==> src/pkg/spg_pkg.sv <==
package spg_pkg;

  // ********************************************************************
  // Geometry
  // ********************************************************************
  localparam int unsigned AW = 13;
  localparam int unsigned DW = 16;
  localparam int unsigned CMD_W = 5;
  // Lowest word address of the no-read-while-write region
  localparam logic [AW-1:0] FIXED_SPLIT_ADDR = 13'h1800;
  // Boot region start per boot size fuses; every entry lies at or above FIXED_SPLIT_ADDR
  localparam logic [3:0][AW-1:0] BOOT_START_TBL = {13'h1f00, 13'h1e00, 13'h1c00, 13'h1800};
  localparam logic [AW-1:0] APP_RESET_VECTOR = 13'h0000;

  // ********************************************************************
  // Control commands (low five control bits)
  // ********************************************************************
  localparam logic [CMD_W-1:0] CMD_FILL = 5'h01;
  localparam logic [CMD_W-1:0] CMD_ERASE = 5'h03;
  localparam logic [CMD_W-1:0] CMD_WRITE = 5'h05;
  localparam logic [CMD_W-1:0] CMD_LOCK = 5'h09;
  localparam logic [CMD_W-1:0] CMD_RD_EN = 5'h11;
  localparam int unsigned ARM_CYCLES = 4;

  // ********************************************************************
  // Lock fields
  // ********************************************************************
  localparam int unsigned R0_APP_LSB = 2;
  localparam int unsigned R0_BOOT_LSB = 4;
  localparam int unsigned LOCK_WR_BIT = 0;
  localparam int unsigned LOCK_RD_BIT = 1;
  localparam logic [1:0] LOCK_UNPRG = 2'h3;

  // ********************************************************************
  // Types
  // ********************************************************************
  typedef enum logic [2:0] {OP_NONE, OP_FILL, OP_ERASE, OP_WRITE, OP_LOCK, OP_BUF_CLR} spg_op_type;

  typedef struct packed {
    spg_op_type op;
    logic [AW-1:0] addr;
    logic [DW-1:0] data;
  } spg_flash_req_type;

  typedef struct packed {
    logic [1:0] boot;
    logic [1:0] app;
  } spg_locks_type;

  localparam spg_locks_type LOCKS_RESET = {LOCK_UNPRG, LOCK_UNPRG};
  localparam spg_flash_req_type FLASH_REQ_RESET = {OP_NONE, 13'h0000, 16'h0000};

endpackage

==> src/verilog/spg_arm_timer.sv <==
`timescale 1ns/10ps
`default_nettype none
module spg_arm_timer #(
  parameter int unsigned CYCLES = 4
) (
  // Clock and reset
  input wire logic clk,
  input wire logic rst_n,
  // Arm and consume
  input wire logic load,
  input wire logic consume,
  // Window open
  output logic armed
);
  localparam int unsigned W = $clog2(CYCLES + 1);
  localparam logic [W-1:0] LOAD_VAL = W'(CYCLES);

  logic [W-1:0] cnt_ff;
  logic [W-1:0] nxt_cnt;

  // ********************************************************************
  // Window counter
  // ********************************************************************
  // A fresh load wins over a store in the same cycle
  assign nxt_cnt = load ? LOAD_VAL :
                   consume ? '0 :
                   (cnt_ff != '0) ? cnt_ff - W'(1) : cnt_ff;

  always_ff @(posedge clk or negedge rst_n) begin
    if (!rst_n) begin
      cnt_ff <= '0;
    end else begin
      cnt_ff <= nxt_cnt;
    end
  end

  assign armed = cnt_ff != '0;

  // ********************************************************************
  // Checks
  // ********************************************************************
  arm_window_a:
    assert property (@(posedge clk) disable iff (!rst_n)
      load ##1 (!load && !consume) [*4] |-> armed)
    else $error("Store window closed before four cycles");

  arm_lapse_a:
    assert property (@(posedge clk) disable iff (!rst_n)
      load ##1 (!load) [*4] |=> !armed)
    else $error("Store window still open after four cycles");

endmodule
`default_nettype wire

==> src/verilog/spg_guard.sv <==
`timescale 1ns/10ps
`default_nettype none
// Function
// - Ignore program stores fetched from application region
// - Program stores start only from boot region
// - Boot code may target any flash page
// - CPU runs, other region served during busy
// - Halt CPU while programming no-read-while-write region
// - Block read-while-write reads while it programs
// - Boot region always inside no-read-while-write region
// - Busy flag reads one while region blocked
// - Split flash by boot size and boundary
// - Lock set zero guards application, one boot
// - Locks only programmed; chip erase unprograms them
// - General lock mode 2 ignored for stores
// - General lock mode 1 ignored for accesses
// - Bit one is unprogrammed, zero programmed
// - Fuse one: reset to application address zero
// - Fuse zero: reset to boot start address
// - No self-programming path alters fuse bits
// - Enable bit arms stores for four cycles
module spg_guard (
  // Clock and reset
  input wire logic CLK,
  input wire logic RST_N,
  // Control register write
  input wire logic CTRL_WR,
  input wire logic [spg_pkg::CMD_W-1:0] CTRL_DATA,
  // Program store execution
  input wire logic SPM_EXEC,
  input wire logic [spg_pkg::AW-1:0] SPM_PC,
  input wire logic [spg_pkg::AW-1:0] SPM_ADDR,
  input wire logic [spg_pkg::DW-1:0] SPM_DATA,
  // Fetch and table read
  input wire logic RD_REQ,
  input wire logic RD_IS_TABLE,
  input wire logic [spg_pkg::AW-1:0] RD_PC,
  input wire logic [spg_pkg::AW-1:0] RD_ADDR,
  output logic RD_ACK,
  output logic RD_UNDEF,
  output logic RD_DENY,
  // Fuses and lock bits
  input wire logic [1:0] BOOT_SIZE_FUSES,
  input wire logic BOOT_RESET_FUSE,
  input wire spg_pkg::spg_locks_type NV_LOCKS,
  input wire logic EXT_LOCK_PRG,
  input wire spg_pkg::spg_locks_type EXT_LOCK_DATA,
  input wire logic CHIP_ERASE,
  // Flash array
  output var spg_pkg::spg_flash_req_type FLASH_REQ,
  output logic FLASH_START,
  input wire logic FLASH_DONE,
  // Status
  output logic CPU_HALT,
  output logic REGION_BUSY,
  output logic ENABLE_STATUS,
  output var spg_pkg::spg_locks_type LOCKS,
  output logic [spg_pkg::AW-1:0] RESET_VECTOR
);
  import spg_pkg::*;

  typedef enum logic [1:0] {ST_IDLE, ST_RUN, ST_LOW_PRG, ST_HIGH_PRG} spg_state_type;

  spg_state_type state_ff;
  spg_state_type nxt_state;
  logic [CMD_W-1:0] cmd_ff;
  logic busy_ff;
  logic halt_ff;
  logic enable_ff;
  logic loaded_ff;
  spg_locks_type locks_ff;
  spg_flash_req_type req_ff;
  logic start_ff;
  logic rd_ack_ff;
  logic rd_undef_ff;
  logic rd_deny_ff;
  logic [AW-1:0] vector_ff;
  logic armed;
  logic app_wr_ok;
  logic app_rd_ok;
  logic boot_wr_ok;
  logic boot_rd_ok;

  // ********************************************************************
  // Region decode
  // ********************************************************************
  wire logic [AW-1:0] boot_start = BOOT_START_TBL[BOOT_SIZE_FUSES];
  wire logic pc_in_boot = SPM_PC >= boot_start;
  wire logic tgt_in_boot = SPM_ADDR >= boot_start;
  wire logic tgt_low = SPM_ADDR < FIXED_SPLIT_ADDR;

  // ********************************************************************
  // Command arming
  // ********************************************************************
  wire logic idle = state_ff == ST_IDLE;
  wire logic cmd_known = (CTRL_DATA == CMD_FILL) || (CTRL_DATA == CMD_ERASE) ||
                         (CTRL_DATA == CMD_WRITE) || (CTRL_DATA == CMD_LOCK) ||
                         (CTRL_DATA == CMD_RD_EN);
  // Other codes leave the arm state untouched
  wire logic arm_load = CTRL_WR && cmd_known && idle;
  wire logic spm_try = SPM_EXEC && armed && idle;

  spg_arm_timer #(
    .CYCLES(ARM_CYCLES)
  ) u_arm (
    .clk(CLK),
    .rst_n(RST_N),
    .load(arm_load),
    .consume(SPM_EXEC && idle),
    .armed(armed)
  );

  // ********************************************************************
  // Store acceptance
  // ********************************************************************
  spg_lock_decode u_app_dec (
    .field(locks_ff.app),
    .wr_ok(app_wr_ok),
    .rd_ok(app_rd_ok)
  );

  spg_lock_decode u_boot_dec (
    .field(locks_ff.boot),
    .wr_ok(boot_wr_ok),
    .rd_ok(boot_rd_ok)
  );

  // The target region's lock field, boot or application, gates erase and write stores; general lock modes are not inputs here
  wire logic tgt_wr_ok = tgt_in_boot ? boot_wr_ok : app_wr_ok;
  wire logic is_page_op = (cmd_ff == CMD_ERASE) || (cmd_ff == CMD_WRITE);
  // Page ops reach any page, boot region included, when its lock allows
  wire logic spm_go = spm_try && pc_in_boot && (!is_page_op || tgt_wr_ok);
  wire logic low_go = spm_go && is_page_op && tgt_low;
  wire logic high_go = spm_go && is_page_op && !tgt_low;
  wire logic lock_go = spm_go && (cmd_ff == CMD_LOCK);
  wire logic rden_go = spm_go && (cmd_ff == CMD_RD_EN);
  wire spg_op_type go_op = (cmd_ff == CMD_ERASE) ? OP_ERASE :
                           (cmd_ff == CMD_WRITE) ? OP_WRITE :
                           (cmd_ff == CMD_LOCK) ? OP_LOCK :
                           (cmd_ff == CMD_RD_EN) ? OP_BUF_CLR : OP_FILL;
  wire spg_flash_req_type nxt_req = spm_go ? {go_op, SPM_ADDR, SPM_DATA} : req_ff;

  // ********************************************************************
  // Operation sequencing
  // ********************************************************************
  always_comb begin
    nxt_state = state_ff;
    case (state_ff)
      ST_IDLE: begin
        if (low_go) begin
          nxt_state = ST_LOW_PRG;
        end else if (high_go) begin
          nxt_state = ST_HIGH_PRG;
        end else if (spm_go) begin
          nxt_state = ST_RUN;
        end
      end
      ST_RUN, ST_LOW_PRG, ST_HIGH_PRG: begin
        if (FLASH_DONE) begin
          nxt_state = ST_IDLE;
        end
      end
      default: begin
        nxt_state = ST_IDLE;
      end
    endcase
  end

  // Flag stays up after the operation until software re-enables the region
  wire logic nxt_busy = low_go ? 1'b1 : (rden_go ? 1'b0 : busy_ff);

  always_ff @(posedge CLK or negedge RST_N) begin
    if (!RST_N) begin
      state_ff <= ST_IDLE;
      cmd_ff <= '0;
      busy_ff <= 1'b0;
      halt_ff <= 1'b0;
      enable_ff <= 1'b0;
    end else begin
      state_ff <= nxt_state;
      cmd_ff <= arm_load ? CTRL_DATA : cmd_ff;
      busy_ff <= nxt_busy;
      halt_ff <= nxt_state == ST_HIGH_PRG;
      enable_ff <= armed || !idle;
    end
  end

  always_ff @(posedge CLK or negedge RST_N) begin
    if (!RST_N) begin
      req_ff <= FLASH_REQ_RESET;
      start_ff <= 1'b0;
    end else begin
      req_ff <= nxt_req;
      start_ff <= spm_go;
    end
  end

  // ********************************************************************
  // Lock bits
  // ********************************************************************
  // Stored levels are taken on the first edge after reset release
  wire spg_locks_type ext_mask = EXT_LOCK_PRG ? EXT_LOCK_DATA : LOCKS_RESET;
  wire spg_locks_type spm_mask = lock_go ?
    {SPM_DATA[R0_BOOT_LSB +: 2], SPM_DATA[R0_APP_LSB +: 2]} : LOCKS_RESET;
  // Programming only clears bits; only chip erase returns them to one
  wire spg_locks_type nxt_locks = !loaded_ff ? NV_LOCKS :
                                  CHIP_ERASE ? LOCKS_RESET :
                                  spg_locks_type'(locks_ff & ext_mask & spm_mask);

  always_ff @(posedge CLK or negedge RST_N) begin
    if (!RST_N) begin
      loaded_ff <= 1'b0;
      locks_ff <= LOCKS_RESET;
    end else begin
      loaded_ff <= 1'b1;
      locks_ff <= nxt_locks;
    end
  end

  // ********************************************************************
  // Reset vector
  // ********************************************************************
  // Fuses are inputs only, so no store can alter them
  wire logic [AW-1:0] nxt_vector = BOOT_RESET_FUSE ? APP_RESET_VECTOR : boot_start;

  always_ff @(posedge CLK or negedge RST_N) begin
    if (!RST_N) begin
      vector_ff <= APP_RESET_VECTOR;
    end else begin
      vector_ff <= nxt_vector;
    end
  end

  // ********************************************************************
  // Read gating
  // ********************************************************************
  wire logic rd_pc_boot = RD_PC >= boot_start;
  wire logic rd_tgt_boot = RD_ADDR >= boot_start;
  wire logic rd_tgt_low = RD_ADDR < FIXED_SPLIT_ADDR;
  // Software is expected to keep away; a stray access just gets no data
  wire logic rd_blocked = busy_ff && rd_tgt_low;
  wire logic rd_cross_ok = (rd_pc_boot == rd_tgt_boot) ||
                           (rd_tgt_boot ? boot_rd_ok : app_rd_ok);
  wire logic rd_live = RD_REQ && !halt_ff;
  wire logic rd_deny = rd_live && !rd_blocked && RD_IS_TABLE && !rd_cross_ok;

  always_ff @(posedge CLK or negedge RST_N) begin
    if (!RST_N) begin
      rd_ack_ff <= 1'b0;
      rd_undef_ff <= 1'b0;
      rd_deny_ff <= 1'b0;
    end else begin
      rd_ack_ff <= rd_live && !rd_blocked && !rd_deny;
      rd_undef_ff <= rd_live && rd_blocked;
      rd_deny_ff <= rd_deny;
    end
  end

  // ********************************************************************
  // Outputs
  // ********************************************************************
  assign RD_ACK = rd_ack_ff;
  assign RD_UNDEF = rd_undef_ff;
  assign RD_DENY = rd_deny_ff;
  assign FLASH_REQ = req_ff;
  assign FLASH_START = start_ff;
  assign CPU_HALT = halt_ff;
  assign REGION_BUSY = busy_ff;
  assign ENABLE_STATUS = enable_ff;
  assign LOCKS = locks_ff;
  assign RESET_VECTOR = vector_ff;

  // ********************************************************************
  // Checks
  // ********************************************************************
  app_spm_ignored_a:
    assert property (@(posedge CLK) disable iff (!RST_N)
      spm_try && !pc_in_boot |=> !FLASH_START && (state_ff == ST_IDLE))
    else $error("Store from application region started an operation");

  boot_spm_start_a:
    assert property (@(posedge CLK) disable iff (!RST_N)
      spm_go |=> FLASH_START && (FLASH_REQ.op == $past(go_op)))
    else $error("Accepted boot store did not start the flash");

  any_page_target_a:
    assert property (@(posedge CLK) disable iff (!RST_N)
      spm_try && pc_in_boot && is_page_op && tgt_in_boot && boot_wr_ok
      |=> FLASH_START && (FLASH_REQ.addr == $past(SPM_ADDR)))
    else $error("Boot store could not target the boot region");

  low_prg_runs_a:
    assert property (@(posedge CLK) disable iff (!RST_N)
      (state_ff == ST_LOW_PRG) && RD_REQ && !rd_tgt_low && !rd_deny |=> RD_ACK && !CPU_HALT)
    else $error("Other region not served during busy-region programming");

  high_prg_halt_a:
    assert property (@(posedge CLK) disable iff (!RST_N)
      high_go ##1 (!FLASH_DONE) [*3] |-> CPU_HALT && $past(CPU_HALT, 2))
    else $error("CPU not halted through programming");

  busy_read_block_a:
    assert property (@(posedge CLK) disable iff (!RST_N)
      RD_REQ && REGION_BUSY && rd_tgt_low && !CPU_HALT |=> RD_UNDEF && !RD_ACK)
    else $error("Read of busy region was served");

  boot_above_split_a:
    assert property (@(posedge CLK) disable iff (!RST_N)
      (boot_start >= FIXED_SPLIT_ADDR) &&
      ((RESET_VECTOR == APP_RESET_VECTOR) || (RESET_VECTOR >= FIXED_SPLIT_ADDR)))
    else $error("Boot region reaches below the fixed boundary");

  busy_flag_a:
    assert property (@(posedge CLK) disable iff (!RST_N)
      low_go ##1 ((state_ff == ST_LOW_PRG) || !rden_go) [*2] |=> REGION_BUSY)
    else $error("Busy flag dropped while region blocked");

  lock_gate_a:
    assert property (@(posedge CLK) disable iff (!RST_N)
      spm_try && is_page_op && !tgt_wr_ok |=> !FLASH_START)
    else $error("Locked region accepted a page operation");

  lock_no_clear_a:
    assert property (@(posedge CLK) disable iff (!RST_N)
      loaded_ff && !CHIP_ERASE |=> ((4'(LOCKS) & ~4'($past(LOCKS))) == 4'h0))
    else $error("Lock bit unprogrammed without chip erase");

  app_vector_a:
    assert property (@(posedge CLK) disable iff (!RST_N)
      BOOT_RESET_FUSE |=> RESET_VECTOR == APP_RESET_VECTOR)
    else $error("Reset vector not application start");

  boot_vector_a:
    assert property (@(posedge CLK) disable iff (!RST_N)
      RST_N && !BOOT_RESET_FUSE |=> RESET_VECTOR == $past(boot_start))
    else $error("Reset vector not boot start");

endmodule
`default_nettype wire

==> src/verilog/spg_lock_decode.sv <==
`timescale 1ns/10ps
`default_nettype none
module spg_lock_decode (
  // Two-bit lock field, a zero bit is programmed
  input wire logic [1:0] field,
  // Permissions
  output logic wr_ok,
  output logic rd_ok
);
  import spg_pkg::*;

  // ********************************************************************
  // Mode decode
  // ********************************************************************
  // 11 free, 10 no stores, 01 no table reads, 00 neither
  assign wr_ok = field[LOCK_WR_BIT];
  assign rd_ok = field[LOCK_RD_BIT];

endmodule
`default_nettype wire
==> config.mk <==
export PLATFORM = sky130hd
export DESIGN_NAME = spg_guard
export DESIGN_NICKNAME = d
export VERILOG_FILES = /design/src/pkg/spg_pkg.sv /design/src/verilog/spg_arm_timer.sv /design/src/verilog/spg_guard.sv /design/src/verilog/spg_lock_decode.sv
export SDC_FILE = /design/constraint.sdc
export NUM_CORES = 1
export LEC_CHECK = 0
export ABC_AREA = 1
export BUFFER_PORTS_ARGS = -buffer_cell sky130_fd_sc_hd__buf_2
export CORE_ASPECT_RATIO = 0.6
export CORE_UTILIZATION = 50
export DETAILED_ROUTE_END_ITERATION = 16
export PLACE_DENSITY = 0.86
export SETUP_SLACK_MARGIN = 0.15
export SLEW_MARGIN = 10
export SYNTH_ARGS = -nofsm -noshare
export SYNTH_HDL_FRONTEND = slang
export SYNTH_SLANG_ARGS = --single-unit
==> constraint.sdc <==
create_clock -name CLK -period 3 [get_ports CLK]
set_input_delay 0.6 -clock CLK [delete_from_list [all_inputs] [get_ports CLK]]
set_output_delay 0.6 -clock CLK [all_outputs]
set_load 0.01 [all_outputs]
Word-level counts from Yosys, hierarchy flattened
Index checks and enable logic that the tools add are counted.
{ "totals": {"output_inout_bits": 56, "reg_bits": 67, "input_bits": 93, "word_cells": 103} }
{ "op_classes": {"mux": 23, "n_addsub": 1, "n_bitwise": 2, "magnitude_cmp": 7, "n_eq_ne": 14, "reduce_logical": 39} }
{ "op_table": {"columns": ["cell", "count"], "rows": [
  ["$ge 13x13->1", 4],
  ["$bmux 13 s2", 1],
  ["$lt 13x13->1 const B", 2],
  ["$mux 13", 2],
  ["$mux 3", 7],
  ["$logic_and 1x1->1", 19],
  ["$mux 4", 4],
  ["$eq 5x2->1 const B", 2],
  ["$eq 5x3->1 const B", 2],
  ["$eq 5x4->1 const B", 2],
  ["$eq 5x5->1 const B", 2],
  ["$and 4x4->4", 2],
  ["$logic_or 1x1->1", 8],
  ["$mux 2", 4],
  ["$logic_not 1->1", 7],
  ["$eq 2x2->1 const B", 3],
  ["$reduce_bool 3->1", 2],
  ["$eq 5x1->1 const B", 1],
  ["$mux 1", 4],
  ["$pmux 2 s2", 1],
  ["$lt 2x3->1 const B", 1],
  ["$reduce_or 3->1", 1],
  ["$sub 3x1->3 const B", 1],
  ["$eq 2x1->1 const B", 1],
  ["3 further kinds", 3]
]} }

Logic depth before layout (Yosys ltp)
{ "depth": {"word_depth": 12, "mapped_depth": 15, "mapped_depth_nobuf": 14} }

Modules after synthesis
From an unflattened synthesis, not the netlist that was laid out.
{ "hier_totals": {"cells_unflattened": 382, "hier_area_um2": 3049.2} }
{ "by_module_without_submodules": {"columns": ["mod", "seq_area_each_um2", "area_per_inst_um2", "cells_each", "instances"], "rows": [
  ["spg_guard", 1381.3, 2830.2, 353, 1],
  ["spg_arm_timer", 75.1, 188.9, 25, 1],
  ["spg_lock_decode", 0.0, 15.0, 2, 2]
]} }

Worst setup path after synthesis
OpenSTA, ideal clock, no wires.
{ "synth_timing": {"kind": "in2reg", "from": "in BOOT_SIZE_FUSES[1]", "to": "reg req_ff, in the netlist FLASH_REQ[0]", "path_slack_ns": 0.892, "setup_ns": 0.116, "path_stages": 15, "n_path_buf": 1, "t_arrival_ns": 1.992, "required_ns": 2.884, "cell_sequence": "nor2_1 > ha_1 > nand2_1 > inv_1 > nand3_1 > nand2_1 > inv_1 > nand2_1 > nand2_1 > nand3_4 > nand2_4 > inv_4 > buf_6 > nand2_2 > nand2_1"} }
{ "synth_via": {"elab_chain_cells": 6, "word_cells_on_any_way": 8, "cone_classes": "order compare (2); mux (3); reduce/logical (3)"} }
{ "synth_lines": {"columns": ["item", "line", "source"], "rows": [
  ["start: declaration", "spg_guard.sv:43", "input wire logic [1:0] BOOT_SIZE_FUSES,"],
  ["$bmux 13 s2 (*)", "spg_guard.sv:87", "wire logic [AW-1:0] boot_start = BOOT_START_TBL[BOOT_SIZE_FUSES];"],
  ["$mux 13 (not written as such) (*)", "spg_guard.sv:87", null],
  ["$ge 13x13->1", "spg_guard.sv:89", "wire logic tgt_in_boot = SPM_ADDR >= boot_start;"],
  ["$mux 1", "spg_guard.sv:129", "wire logic tgt_wr_ok = tgt_in_boot ? boot_wr_ok : app_wr_ok;"],
  ["$logic_or 1x1->1", "spg_guard.sv:132", "wire logic spm_go = spm_try && pc_in_boot && (!is_page_op || tgt_wr_ok);"],
  ["$logic_and 1x1->1 (*)", "spg_guard.sv:132", null],
  ["named net spm_go", "spg_guard.sv:132", null],
  ["end signal: assignment", "spg_guard.sv:193", "req_ff <= nxt_req;"],
  ["end: declaration", "spg_guard.sv:72", "spg_flash_req_type req_ff;"]
]} }
Mark *: on every way through the listed nets, which the timed path passes. The rest lies on a longest branch. The select of a mux whose other input is x is not followed.
A chain may end at the register's enable or synchronous reset.

Worst setup path in the final report
{ "layout_timing": {"from": "in BOOT_SIZE_FUSES[1]", "to": "reg req_ff, in the netlist FLASH_REQ[31]"} }
{ "layout_via": {"elab_chain_cells": 6, "word_cells_on_any_way": 8, "cone_classes": "order compare (2); mux (3); reduce/logical (3)"} }
{ "layout_lines": {"columns": ["item", "line"], "rows": [
  ["$bmux 13 s2 (*)", "spg_guard.sv:87"],
  ["$mux 13 (not written as such) (*)", "spg_guard.sv:87"],
  ["$ge 13x13->1", "spg_guard.sv:89"],
  ["$mux 1", "spg_guard.sv:129"],
  ["$logic_or 1x1->1", "spg_guard.sv:132"],
  ["$logic_and 1x1->1 (*)", "spg_guard.sv:132"]
]} }
Every way passes the cells marked *; elsewhere a longest branch is shown, timed or not. The select of a mux whose other input is x is not followed.

==> results by group <==
Synthesis
  – Ys async rst share: 100%
  – Synth Cell Area: approximately 3000 um^2
  – Post-synth EDFFs: 0
  – Compound-gate portion of the synthesized area: between 7 and 8%
  – #FFs+latches synth: between 50 and 60
  – Most frequent cell after synthesis: nand2_1
  – Synth area leaders: dfrtp_1 44%, nand2_1 13%, inv_1 6.2%, ha_1 5.7%, buf_4 3.7%
  – XOR/XNOR Fraction of Synth Area: 0%
  – Synth warnings: 0
  – Ys flop type: dfrtp_1
  – Cell count after synthesis: 370
  – Top cells by count, synth: 109 x nand2_1, 54 x dfrtp_1, 51 x inv_1
  – Mux cell area share after synthesis: less than 1%
  – Synth top area share: a little over two fifths
  – Seq/Total Area, Yosys: approximately 47%
  – Distinct cell type count after synthesis: 36
  – Syn_area_per_cell: roughly 8.3 um^2
  – Simple-Gate Fraction of Synth Area: about a quarter
  – Leading area contributor after synthesis: dfrtp_1
  – Adder-Cell Fraction of Synth Area: around 5.7%
  – Largest family of logic cells by synthesized area: simple AND/OR/NAND/NOR gates

Power and ir drop
  – P_int: about 0.0019 W
  – Power per cell area: 732 nW/um^2
  – Reg power frac: between 40% and 50%
  – Net switching power: approximately 0.001 W
  – Combinational Power Share: about a third
  – Maximum VDD drop: 441 uV
  – Sw Share: about a third
  – Clk pwr share: between 20% and 30%
  – Pleak: approximately 2.4 nW

Critical path
  – Top cell by count, worst path: nand3_1
  – FF-to-FF path depth: 10
  – Crit start category: primary input
  – Crit Path Class: in -> reg
  – WP buf/inv: 4
  – FF-to-FF End: FLASH_REQ[31]
  – CP Capture Type: flip-flop
  – Max stage delay on crit path: roughly 0.34 ns
  – Worst R2R Setup Slack: ~0.86 ns
  – Data arrival time of the worst path: between 2 and 3 ns
  – Crit-path cells: buf_2 -> nor2_1 -> ha_1 -> nand2_1 -> inv_1 -> nand3_1 -> nand2_1 -> inv_1 -> nand3_1 -> nand3_4 -> nand2_4 -> inv_4 -> nand3_1 -> o21a_1
  – Worst path slowest cell: nor2_1
  – Worst-path maximum fanout: 24
  – Critical path depth: 14
  – FF-to-FF Start: u_arm.cnt_ff[0]
  – Crit-path leading delay family: simple AND/OR/NAND/NOR gates
  – Critical path required time: between 3 and 4 ns

Worst hold path
  – Worst Hold Class: in -> async

Global route
  – Gr busiest metal: met2
  – Met3 Use GR: 8.50%
  – GR met2 Demand/Resource: around two fifths
  – Antenna violations before repair: 0
  – Vias in the first global route: between 2000 and 3000
  – Largest net degree at the start of global routing: 59
  – Grt total ovfl: 0
  – Gr usage total: about a quarter
  – First-pass GRT wire length: about 12000 um
  – GR Util met1: about 29%

Detailed routing
  – 1st-iter DRT viols: 147
  – DR WL/cell: between 10 and 15 um
  – DR pass1 iterations: 5
  – Routed WL: approximately 7500 um
  – Residual DRC: 0
  – Antenna-violating nets left: 0
  – Via count: between 2000 and 3000
  – Via-to-Cell Ratio: approximately 4.8

Place
  – Placed cell area: roughly 3800 um^2
  – Gpl congestion: roughly 0.8
  – Port bufs: 140
  – Detailed Place HPWL: roughly 6000 um

STA
  – Peak Freq: roughly 420 MHz
  – Final hold violations: 0
  – Worst-margin pin slew: around 0.72 ns
  – Slew Limit Fails: 0
  – Setup TNS: 0 ns
  – Final setup viols: 0
  – Rel. slew slack: 51.8%
  – Final Cycle Share: approximately 80%
  – RSZ-0062 raised after global routing: no
  – Skew final: slightly above 0.007 ns
  – Fin crit period: about 2.4 ns

Floorplan
  – Die X: a little over 100 um
  – Ports: between 100 and 150
  – DIE AREA: 6490 um^2
  – Initial core utilization: between 50 and 60%
  – Core Area: about 5800 um^2
  – Die height: 62.8 um
  – Floorplan row count: 21

Clock tree
  – Hold Buf Count CTS: 0
  – TritonCTS clock tree: done
  – Clock buffer depth: 2
  – Worst-Skew Late Latency: approximately 0.33 ns
  – CTS Buf Count: 9
  – Root Driver: clkbuf_8
  – Post-CTS Setup Bufs: 0
  – Htree depth: 3
  – Post_cts resized: 0
  – CTS sink count: 58
  – CTS clk-pin slew, worst paths: about 0.07 ns

Finish
  – Area grow syn2layout: 28.9%
  – Area occupied by multi-input gates: ~1300 um^2
  – Diodes inserted: 0
  – Final Cell Area: around 4000 um^2
  – Fraction of layout cells with a size suffix above 1: 35.3%
  – Register area: 1460 um^2
  – Nets: just over 600
  – Fill cells: 479

Job
  – Max_cap viols: 0

Run status
  – Status: complete, no violations
## flip-flops by register name (all words and copies together) (netlist names)
| name | count |
|---|---|
| FLASH_REQ | 32 |
| cmd_ff | 5 |
| LOCKS | 4 |
| RESET_VECTOR | 4 |
| u_arm.cnt_ff | 3 |
| state_ff | 2 |
| CPU_HALT | 1 |
| ENABLE_STATUS | 1 |
| FLASH_START | 1 |
| RD_ACK | 1 |
| RD_DENY | 1 |
| RD_UNDEF | 1 |
| REGION_BUSY | 1 |
| loaded_ff | 1 |
## area by class of cell
class / count / area share, %
well taps: 80 / 2.52
multi-input cells: 245 / 32.2
repair buffers: 142 / 18.0
flip-flops and latches: 58 / 36.6
inverters: 54 / 5.16
clock inverters: 5 / 1.95
clock buffers: 11 / 3.56
## layer usage
metal,up-vias,routed length [um]
met2,107,3610
met3,12,497
met5,-,0
met4,0,78
li1,1429,-
met1,1308,3340
## worst register-to-register path: stages, from the launching register on
cell and delay, ns:
dfrtp_1 0.32, inv_1 0.06, ha_1 0.20, ha_1 0.21
inv_1 0.11, nand3_2 0.14, a21oi_4 0.26, nand2_4 0.18
inv_4 0.28, nand3_1 0.12, o21a_1 0.13
## per-stage QoR
stage	instances	setup WS, ns	hold WS (ns)	utilization [%]	power [W]
2_1_floorplan	377	0.892	0.304	-	0.00172
3_3_place_gp	579	0.364	0.451	65.3	0.00209
3_5_place_dp	579	0.263	0.459	65.3	0.00213
4_1_cts	595	0.618	0.416	69.1	0.00293
5_1_grt	595	0.394	0.437	69.1	0.00309
6_report	595	0.623	0.400	69.1	0.00291
## power by group through the flow
stage	clock network, W	registers, W	logic, W
CTS	0.000804	0.00121	0.000924
detailed placement	0	0.00121	0.000919
finish	0.000789	0.00121	0.000913
global placement	0	0.00121	0.000886
floorplan	0	0.00131	0.000412
global route	0.000838	0.00123	0.00102
## logic make-up after synthesis
logic type | after synthesis
AND/OR/NAND/NOR | 182
flip-flops | 58
multiplexers | 2
adder cells (fa/ha/maj) | 14
other | 2
buffers and inverters | 74
AO/OA/AOI/OAI | 38
## worst max-delay path by stage
stage / endpoint / from / slack [ns]
final: FLASH_REQ[31] / BOOT_SIZE_FUSES[1] / 0.62
after global routing: FLASH_REQ[17] / BOOT_SIZE_FUSES[1] / 0.39
after CTS: FLASH_REQ[31] / BOOT_SIZE_FUSES[1] / 0.62
after detailed placement: FLASH_REQ[31] / BOOT_SIZE_FUSES[1] / 0.26
after global placement: FLASH_REQ[31] / BOOT_SIZE_FUSES[1] / 0.36
after floorplan: FLASH_REQ[0] / BOOT_SIZE_FUSES[1] / 0.89
## placed cells by master, fill, tap and decap left out, types with 2 or more instances in the layout
master	instances
clkinv_2	2
inv_2	2
inv_1	51
nand3b_1	2
a21boi_0	2
dfrtp_1	54
buf_2	140
o21ai_0	11
a21oi_1	11
dfstp_2	4
nand2_2	9
o21ai_1	7
nor2_1	27
buf_4	2
bufinv_16	2
conb_1	9
nand2_1	109
nand4_1	11
ha_1	14
clkbuf_8	10
nor4_1	3
nand3_1	14
No activity file was read; power rests on OpenSTA's default activity.
